**config.mk**
```make
export PLATFORM = sky130hd
export DESIGN_NAME = pmcm_manager
export DESIGN_NICKNAME = d
export VERILOG_FILES = /design/src/logic/pmcm_manager.v
export VERILOG_INCLUDE_DIRS = /design/src /design/src/logic
export SDC_FILE = /design/constraint.sdc
export NUM_CORES = 1
export LEC_CHECK = 0
export BUFFER_PORTS_ARGS = -buffer_cell sky130_fd_sc_hd__buf_2
export CELL_PAD_IN_SITES_DETAIL_PLACEMENT = 1
export CELL_PAD_IN_SITES_GLOBAL_PLACEMENT = 2
export CORE_AREA = 2 2 143 145
export DETAILED_ROUTE_END_ITERATION = 8
export DIE_AREA = 0 0 145 147
export PLACE_DENSITY_LB_ADDON = 0.1
export SKIP_LAST_GASP = 1
export SLEW_MARGIN = 30
export SYNTH_ARGS = -nofsm -noshare
export SYNTH_HDL_FRONTEND = slang
export SYNTH_SLANG_ARGS = --single-unit
```
**constraint.sdc**
```tcl
create_clock -name i_clock -period 6.55 [get_ports i_clock]
set_input_delay 0.3275 -clock i_clock [delete_from_list [all_inputs] [get_ports i_clock]]
set_output_delay 0.3275 -clock i_clock [all_outputs]
set_load 0.05 [all_outputs]
```
**src/logic/pmcm_defs.vh**
```
// Constants for the power mode and clock manager
`ifndef PMCM_DEFS_VH
`define PMCM_DEFS_VH
`define PMCM_ADDR_W 24
`define PMCM_OFS_CTRL 24'hFFFC60
`define PMCM_OFS_STAT 24'hFFFC62
`define PMCM_OFS_SLOW 24'hFFFC40
`define PMCM_OFS_AUX 24'hFFFC42
`define PMCM_OFS_CLK 24'hFFFC44
`define PMCM_RST_SLOW 8'hB6
`define PMCM_RST_AUX 8'hFF
`define PMCM_RST_CTRL 8'h00
`define PMCM_RST_CLK 8'h00
`define PMCM_B_PSAVE 0
`define PMCM_B_IDLE 1
`define PMCM_B_HALT 2
`define PMCM_B_WBPS 3
`define PMCM_B_MAIN_OFF 4
`define PMCM_B_PLL_OFF 5
`define PMCM_B_GATE_MAIN 6
`define PMCM_B_GATE_PLL 7
`define PMCM_B_PLL_PWD 0
`define PMCM_B_SYSPLL 1
`define PMCM_MODE_ACTIVE 2'h0
`define PMCM_MODE_PSAVE 2'h1
`define PMCM_MODE_IDLE 2'h2
`define PMCM_MODE_HALT 2'h3
`define PMCM_SRC_MAIN 2'h0
`define PMCM_SRC_PLL 2'h1
`define PMCM_SRC_SLOW 2'h2
`define PMCM_SRC_NONE 2'h3
`endif

```
**src/logic/pmcm_manager.v**
```verilog
// Power mode state machine, clock gating and clock prescalers
//
// Decided for this implementation: the strobed register port.
`timescale 1ns/1ps
`include "pmcm_defs.vh"
module pmcm_manager #(
  parameter AUX_W = 4
) (
  input wire i_clock, // Main clock
  input wire i_reset_n, // Asynchronous reset, active low
  input wire [`PMCM_ADDR_W-1:0] i_addr, // Register address
  input wire [7:0] i_wdata, // Write data
  input wire i_wr, // Write strobe
  input wire i_rd, // Read strobe
  output reg [7:0] o_rdata, // Read data, cycle after strobe
  input wire i_wait, // Wait instruction executed, pulse
  input wire i_irq, // Interrupt request
  input wire i_wake, // Hardware wake-up event (async)
  input wire i_radio_sleep, // Radio link controller sleeping (async)
  input wire i_low_osc_ok, // Low-frequency oscillator stable (async)
  input wire i_main_osc_ok, // Main oscillator stable (async)
  input wire i_pll_ok, // PLL stable (async)
  output reg o_cpu_stall, // CPU holds off issuing instructions
  output reg [1:0] o_mode, // Current power mode
  output reg [1:0] o_sys_src, // System clock source
  output reg o_main_osc_en, // Main oscillator enable
  output reg o_pll_en, // PLL enable
  output reg o_low_osc_en, // Low-frequency oscillator enable
  output reg o_slow_clk, // Slow clock from main clock
  output reg o_slow_run, // Slow clock run flag, high outside Halt (timer, watchdog)
  output reg o_aux1_clk, // Aux clock one (radio, audio)
  output reg o_aux2_clk, // Aux clock two (codec, converter)
  output reg o_usb_clk_en // PLL clock gate for USB
);

  // Divider output from a count and divisor, high for the first half of the period (the shorter half when odd), always high at divisor zero
  function div_high;
    input [AUX_W-1:0] cnt;
    input [AUX_W-1:0] div;
    begin
      div_high = ({1'b0, cnt} < (({1'b0, div} + 1'b1) >> 1)) || (div == {AUX_W{1'b0}});
    end
  endfunction

  // Two-stage synchronisers for foreign inputs
  reg [4:0] sync1_q;
  reg [4:0] sync2_q;
  reg wake_prev_q;
  always @(posedge i_clock or negedge i_reset_n)
  begin
    if (!i_reset_n)
    begin
      sync1_q <= 5'h00;
      sync2_q <= 5'h00;
      wake_prev_q <= 1'b0;
    end
    else
    begin
      sync1_q <= {i_wake, i_radio_sleep, i_low_osc_ok, i_main_osc_ok, i_pll_ok};
      sync2_q <= sync1_q;
      wake_prev_q <= sync2_q[4]; // Wake history for edge detect
    end
  end
  wire wake_s = sync2_q[4];
  wire sleep_s = sync2_q[3];
  wire low_ok_s = sync2_q[2];
  wire main_ok_s = sync2_q[1];
  wire pll_ok_s = sync2_q[0];

  // Register decode
  wire wr_ctrl = i_wr && (i_addr == `PMCM_OFS_CTRL);
  wire wr_slow = i_wr && (i_addr == `PMCM_OFS_SLOW);
  wire wr_aux = i_wr && (i_addr == `PMCM_OFS_AUX);
  wire wr_clk = i_wr && (i_addr == `PMCM_OFS_CLK);

  reg [7:0] ctrl_q;
  reg [7:0] slow_div_q;
  reg [7:0] aux_div_q;
  reg [7:0] clk_q;
  reg [1:0] mode_q;
  reg [1:0] mode_d;
  reg pend_q;
  reg wake_q;

  wire in_low = (mode_q == `PMCM_MODE_PSAVE) || (mode_q == `PMCM_MODE_IDLE);
  wire req_any = i_wdata[`PMCM_B_PSAVE] | i_wdata[`PMCM_B_IDLE] | i_wdata[`PMCM_B_HALT];
  wire pll_pwd = clk_q[`PMCM_B_PLL_PWD];
  wire wake_hit = wake_s && !wake_prev_q; // Rising edge only, a held level acts once

  // Target mode from the stored mode flags, Halt first
  wire [1:0] target = ctrl_q[`PMCM_B_HALT] ? `PMCM_MODE_HALT :
                      ctrl_q[`PMCM_B_IDLE] ? `PMCM_MODE_IDLE :
                      ctrl_q[`PMCM_B_PSAVE] ? `PMCM_MODE_PSAVE : `PMCM_MODE_ACTIVE;
  // Pending request goes at once, or at the wait pulse when the wait bit is set
  wire go_low = low_ok_s && (target != `PMCM_MODE_ACTIVE) &&
                pend_q && (!ctrl_q[`PMCM_B_WBPS] || i_wait);
  wire act_ready = main_ok_s && (pll_ok_s || pll_pwd);

  // Prescaler registers and clock control
  always @(posedge i_clock or negedge i_reset_n)
  begin
    if (!i_reset_n)
    begin
      slow_div_q <= `PMCM_RST_SLOW;
      aux_div_q <= `PMCM_RST_AUX;
      clk_q <= `PMCM_RST_CLK;
    end
    else
    begin
      if (wr_slow)
        slow_div_q <= i_wdata;
      if (wr_aux)
        aux_div_q <= i_wdata;
      if (wr_clk)
        clk_q <= i_wdata & 8'h03;
    end
  end

  // Mode state machine
  always @*
  begin
    mode_d = mode_q;
    case (mode_q)
      `PMCM_MODE_ACTIVE:
        if (go_low)
          mode_d = target;
      `PMCM_MODE_PSAVE, `PMCM_MODE_IDLE:
        if (wake_q && act_ready)
          mode_d = `PMCM_MODE_ACTIVE;
      `PMCM_MODE_HALT:
        if (wake_q && main_ok_s)
          mode_d = `PMCM_MODE_ACTIVE;
      default:
        mode_d = `PMCM_MODE_ACTIVE;
    endcase
  end

  // Control register, pending entry and latched wake
  always @(posedge i_clock or negedge i_reset_n)
  begin
    if (!i_reset_n)
    begin
      mode_q <= `PMCM_MODE_ACTIVE;
      ctrl_q <= `PMCM_RST_CTRL;
      pend_q <= 1'b0;
      wake_q <= 1'b0;
    end
    else
    begin
      mode_q <= mode_d;
      // Wake is held until the return to Active completes
      if (mode_d == `PMCM_MODE_ACTIVE && mode_q != `PMCM_MODE_ACTIVE)
        wake_q <= 1'b0;
      else if (wake_hit && mode_q != `PMCM_MODE_ACTIVE)
        wake_q <= 1'b1;
      if (wr_ctrl)
        pend_q <= req_any && (mode_q == `PMCM_MODE_ACTIVE);
      else if (mode_d != `PMCM_MODE_ACTIVE || wake_hit)
        pend_q <= 1'b0;
      // A software write wins over a wake clear in the same cycle
      if (wr_ctrl)
        ctrl_q <= i_wdata;
      else if (wake_hit)
      begin
        ctrl_q[`PMCM_B_PSAVE] <= 1'b0;
        ctrl_q[`PMCM_B_IDLE] <= 1'b0;
        ctrl_q[`PMCM_B_MAIN_OFF] <= 1'b0;
        ctrl_q[`PMCM_B_PLL_OFF] <= 1'b0;
      end
      else if (mode_q == `PMCM_MODE_HALT && mode_d == `PMCM_MODE_ACTIVE)
        ctrl_q[`PMCM_B_HALT] <= 1'b0;
      if (!wr_ctrl && mode_q != `PMCM_MODE_ACTIVE && mode_d == `PMCM_MODE_ACTIVE)
      begin
        ctrl_q[`PMCM_B_GATE_MAIN] <= 1'b0;
        ctrl_q[`PMCM_B_GATE_PLL] <= 1'b0;
      end
    end
  end

  // Source enables for the next cycle
  reg main_en_d;
  reg pll_en_d;
  reg [1:0] src_d;
  always @*
  begin
    main_en_d = 1'b1;
    pll_en_d = 1'b1;
    src_d = clk_q[`PMCM_B_SYSPLL] ? `PMCM_SRC_PLL : `PMCM_SRC_MAIN;
    case (mode_q)
      `PMCM_MODE_ACTIVE:
      begin
        main_en_d = 1'b1;
        pll_en_d = 1'b1;
      end
      `PMCM_MODE_PSAVE, `PMCM_MODE_IDLE:
      begin
        // Disable bits override radio gating
        main_en_d = !(ctrl_q[`PMCM_B_MAIN_OFF] || (ctrl_q[`PMCM_B_GATE_MAIN] && sleep_s));
        pll_en_d = !(ctrl_q[`PMCM_B_PLL_OFF] || (ctrl_q[`PMCM_B_GATE_PLL] && sleep_s));
        src_d = (mode_q == `PMCM_MODE_PSAVE) ? `PMCM_SRC_SLOW : `PMCM_SRC_NONE;
      end
      `PMCM_MODE_HALT:
      begin
        // Oscillator restarts only once a wake is latched, else Halt never ends
        main_en_d = wake_q;
        pll_en_d = 1'b0;
        src_d = `PMCM_SRC_NONE;
      end
      default:
      begin
        main_en_d = 1'b1;
        pll_en_d = 1'b1;
      end
    endcase
    if (pll_pwd)
    begin
      pll_en_d = 1'b0;
      if (src_d == `PMCM_SRC_PLL)
        src_d = `PMCM_SRC_MAIN;
    end
  end

  // Registered outputs for clock control and CPU stall
  always @(posedge i_clock or negedge i_reset_n)
  begin
    if (!i_reset_n)
    begin
      o_cpu_stall <= 1'b0;
      o_mode <= `PMCM_MODE_ACTIVE;
      o_sys_src <= `PMCM_SRC_MAIN;
      o_main_osc_en <= 1'b1;
      o_pll_en <= 1'b1;
      o_low_osc_en <= 1'b1;
      o_usb_clk_en <= 1'b0;
      o_slow_run <= 1'b1;
    end
    else
    begin
      if (i_irq || wake_hit)
        o_cpu_stall <= 1'b0;
      else if (i_wait)
        o_cpu_stall <= 1'b1;
      o_mode <= mode_q;
      o_sys_src <= src_d;
      o_main_osc_en <= main_en_d;
      o_pll_en <= pll_en_d;
      o_low_osc_en <= 1'b1;
      o_usb_clk_en <= pll_en_d && pll_ok_s;
      o_slow_run <= (mode_q != `PMCM_MODE_HALT);
    end
  end

  // Slow clock divider, toggles every divisor plus one cycles
  reg [7:0] slow_cnt_q;
  reg [7:0] slow_cur_q;
  wire slow_on = (mode_q != `PMCM_MODE_HALT) && main_en_d;
  always @(posedge i_clock or negedge i_reset_n)
  begin
    if (!i_reset_n)
    begin
      slow_cnt_q <= 8'h00;
      slow_cur_q <= `PMCM_RST_SLOW;
      o_slow_clk <= 1'b0;
    end
    else if (!slow_on)
    begin
      slow_cnt_q <= 8'h00;
      slow_cur_q <= slow_div_q;
    end
    else if (slow_cnt_q >= slow_cur_q)
    begin
      slow_cnt_q <= 8'h00;
      o_slow_clk <= ~o_slow_clk;
      if (o_slow_clk)
        slow_cur_q <= slow_div_q;
    end
    else
      slow_cnt_q <= slow_cnt_q + 8'h01;
  end

  // Aux dividers, divide by field plus one
  wire aux_on = (mode_q != `PMCM_MODE_HALT) && main_en_d;
  wire [2*AUX_W-1:0] aux_field = {aux_div_q[7:4], aux_div_q[3:0]};
  wire [1:0] aux_out;
  genvar g;
  generate
    for (g = 0; g < 2; g = g + 1)
    begin : g_aux
      reg [AUX_W-1:0] cnt_q;
      reg [AUX_W-1:0] cur_q;
      reg out_q;
      wire [AUX_W-1:0] nxt = (cnt_q >= cur_q) ? {AUX_W{1'b0}} : cnt_q + 1'b1;
      always @(posedge i_clock or negedge i_reset_n)
      begin
        if (!i_reset_n)
        begin
          cnt_q <= {AUX_W{1'b0}};
          cur_q <= {AUX_W{1'b1}};
          out_q <= 1'b0;
        end
        else if (!aux_on)
        begin
          cnt_q <= {AUX_W{1'b0}};
          cur_q <= aux_field[g*AUX_W +: AUX_W];
          out_q <= 1'b0;
        end
        else
        begin
          cnt_q <= nxt;
          if (cnt_q >= cur_q)
            cur_q <= aux_field[g*AUX_W +: AUX_W];
          out_q <= div_high(nxt, (cnt_q >= cur_q) ? aux_field[g*AUX_W +: AUX_W] : cur_q);
        end
      end
      assign aux_out[g] = out_q;
    end
  endgenerate

  // Aux outputs, index 1 is the high field
  always @(posedge i_clock or negedge i_reset_n)
  begin
    if (!i_reset_n)
    begin
      o_aux1_clk <= 1'b0;
      o_aux2_clk <= 1'b0;
    end
    else
    begin
      o_aux1_clk <= aux_out[1];
      o_aux2_clk <= aux_out[0];
    end
  end

  // Read data, one cycle after the strobe
  always @(posedge i_clock or negedge i_reset_n)
  begin
    if (!i_reset_n)
      o_rdata <= 8'h00;
    else if (!i_rd)
      o_rdata <= 8'h00;
    else
    begin
      case (i_addr)
        `PMCM_OFS_CTRL: o_rdata <= ctrl_q;
        `PMCM_OFS_STAT: o_rdata <= {5'h00, pll_ok_s || !o_pll_en, main_ok_s, low_ok_s};
        `PMCM_OFS_SLOW: o_rdata <= slow_div_q;
        `PMCM_OFS_AUX: o_rdata <= aux_div_q;
        `PMCM_OFS_CLK: o_rdata <= {2'h0, mode_q, 2'h0, clk_q[1:0]};
        default: o_rdata <= 8'h00;
      endcase
    end
  end

endmodule

```
==> flow_metrics.tcl <==
set metrics [dict create \
    start_kind "register" \
    irDropWorstVdd_uv 119 \
    setup-violations-final 0 \
    die_w_um 145 \
    async_flop_share 1.00 \
    rsz0062_at_grt "no" \
    core_area_um2 19800 \
    cts_tree "done" \
    numCtsBuffers 9 \
    dp_hpwl_um 10400 \
    hold_path.class "input pin to register" \
    grt_antenna_before_repair 0 \
    cp.arrival_ns 3.66 \
    yosysTopAreaCellShare 0.337 \
    yosysSeqAreaShare 0.493 \
    cts_resized 0 \
    start_util 0.247 \
    portBuffers 62 \
    path_max_fanout 13 \
    powerDensity_nw_per_um2 253 \
    diodes 0 \
    min_period_ns 3.42 \
    cts_max_level 3 \
    cap_violations 0 \
    dr_total_vias 3550 \
    multi_input_comb_area_um2 2330 \
    cp_common_cell "ha_1" \
    critical-path-top-delay-family "compound AO/OA/AOI/OAI gates" \
    synth_flop_cell "dfrtp_1" \
    relSlewSlack 0.429 \
    grt_pass1_wl_um 22600 \
    nets 577 \
    grt_pass1_vias 3963 \
    fin_setup_tns_ns 0 \
    yosysWarnings 0 \
    power.total_mw 1.48 \
    drtAntennaViolNets 0 \
    routed_via_density 4.56 \
    ys_seq_elements 95 \
    grt.total_usage 0.137 \
    drt_iter0_markers 129 \
    syn_nets 509 \
    syn_area_um2 4890 \
    synth_edf_count 0 \
    clock_skew_ns 0.0160 \
    ys_types 61 \
    final.fill_count 2255 \
    die_h_um 147 \
    wire_per_inst_um 17.7 \
    overflow 0 \
    hold_slack_ns 0.0665 \
    critPathSlowestCell "nor2_1" \
    period_share 0.521 \
    clk_pin_slew_worst_paths_ns 0.08 \
    outcome "finished clean" \
    synth_top_cell_by_area "dfrtp_1" \
    timing.final.ws_setup_ns 3.13 \
    final_util 0.294 \
    endpoint_kind "register" \
    max_stage_delay_ns 0.68 \
    cp_num_buf_inv 2 \
    cts_sinks 95 \
    cp.required_ns 6.79 \
    synthCells 435 \
    root_buffer "clkbuf_16" \
    pin_count 64 \
    ff_latch_area_um2 2410 \
    place_ws_ns 3.17 \
    hold_viol_final 0 \
    die_area_um2 21300 \
    worstPathCellList "inv_1 -> ha_1 -> inv_1 -> o21a_1 -> nor2_1 -> o21ai_0 -> ha_1 -> xor2_1 -> ha_1 -> nand3_1 -> a21oi_1 -> o41ai_1" \
    synthTopCellsByArea "dfrtp_1 34%, dfstp_2 16%, mux2_2 8.7%" \
    syn_to_final_growth_pct 19.3 \
    first_pass_iters 4 \
    p_leak_nw 2.55 \
    grt_start_max_net_pins 77 \
    clk_latency_ns 0.36 \
    place_congestion 0.722 \
    drive_gt1_frac 0.317 \
    drcViolationCount 0 \
    routed_wl_um 13700 \
    clk_path_buf_depth 2 \
    num_rows 52 \
    avgSynthCellArea_um2 11.3 \
    path_class "register to register" \
    clock.fmax_mhz 293 \
    tightest_slew_ns 0.854 \
    finalMaxSlewViolations 0 \
]
==> cells by family (layout without fill, tap and decap cells) <==
logic type / after synthesis / after routing / synth area share
and+or+nand+nor: 135 / 135 / 0.156
DFF: 95 / 95 / 0.493
AOI/OAI and AO/OA: 74 / 74 / 0.103
muxes: 46 / 46 / 0.109
buffers and inverters: 37 / 110 / 0.0307
adders and majority gates: 31 / 31 / 0.0792
xor gates and xnor gates: 16 / 16 / 0.0286
other: 1 / 1 / 0.000766
==> worst paths after layout <==
| check | to | start | slack (ns) | cells after the start |
|---|---|---|---|---|
| max in group asynchronous | sync1_q[3] | i_reset_n | 5.13 | 3 |
| setup reg to reg | g_aux[0].out_q | g_aux[0].cur_q[1] | 3.13 | 12 |
| hold / removal | sync1_q[4] | i_wake | 0.07 | 1 |
| hold reg to reg | o_aux1_clk | g_aux[1].out_q | 0.35 | 0 |
| min in group asynchronous | o_rdata[3] | i_reset_n | 0.42 | 2 |
| setup / recovery | g_aux[0].out_q | g_aux[0].cur_q[1] | 3.13 | 12 |
==> placed cells by master, fill, tap and decap left out, drive strengths merged, types with 7 or more instances in the layout <==
| cell type | count |
|---|---|
| nor3 | 14 |
| dfstp | 29 |
| inv | 31 |
| nor4 | 7 |
| xor2 | 11 |
| o21ai | 26 |
| a21oi | 9 |
| nand2 | 32 |
| nand3 | 17 |
| dfrtp | 66 |
| buf | 65 |
| nor2b | 7 |
| clkbuf | 11 |
| mux2 | 39 |
| nor2 | 32 |
| ha | 31 |
==> stage by stage <==
stage          cell area, um^2  cells
2_1_floorplan             4890    435
3_3_place_gp              5520    760
3_5_place_dp              5520    760
4_1_cts                   5830    777
5_1_grt                   5840    778
6_report                  5840    778
==> final cells by class <==
| cell class | instances | area share |
|---|---|---|
| repair buffers | 66 | 0.0604 |
| multi-input cells | 303 | 0.399 |
| well taps | 270 | 0.0579 |
| flip-flops and latches | 95 | 0.413 |
| inverters | 28 | 0.0180 |
| clock inverters | 5 | 0.0111 |
| clock buffers | 11 | 0.0399 |
==> power by group <==
group	switching [mW]	internal, mW
Combinational	0.199	0.0854
Clock	0.253	0.302
Sequential	0.0221	0.618
Total	0.474	1.01
==> what timing repair did <==
item,in CTS,in global routing
hold endpoints to repair,15,0
hold buffers,1,0
buffers inserted,0,0
==> metal layers <==
| metal | up-vias | track usage | routed length, um |
|---|---|---|---|
| met4 | 0 | 0.0490 | 193 |
| met3 | 11 | 0.0211 | 355 |
| met5 | - | 0 | 0 |
| met2 | 57 | 0.217 | 6310 |
| li1 | 1708 | - | - |
| met1 | 1774 | 0.191 | 6880 |
==> synthesized netlist by cell type, types with 5 or more instances <==
cell and count:
dfstp_2 29, xnor2_1 5, nand2_1 31, nor2_1 31, dfrtp_1 66, buf_2 6
inv_1 28, nor2b_1 7, ha_1 31, nand3_1 15, a21oi_1 9, mux2_2 38
mux2i_1 5, a32oi_1 6, o21ai_0 24, nor3_1 13, xor2_1 11, and3_1 6
==> registers in the layout, summed over array words and instances, names as in the netlist, 5 cells and up <==
signal and count:
o_rdata 8, slow_cnt_q 8, g_aux.cnt_q 8, sync2_q 5
g_aux.cur_q 8, ctrl_q 8, slow_div_q 8, aux_div_q 8
sync1_q 5, slow_cur_q 8
No activity file was read; power rests on OpenSTA's default activity.
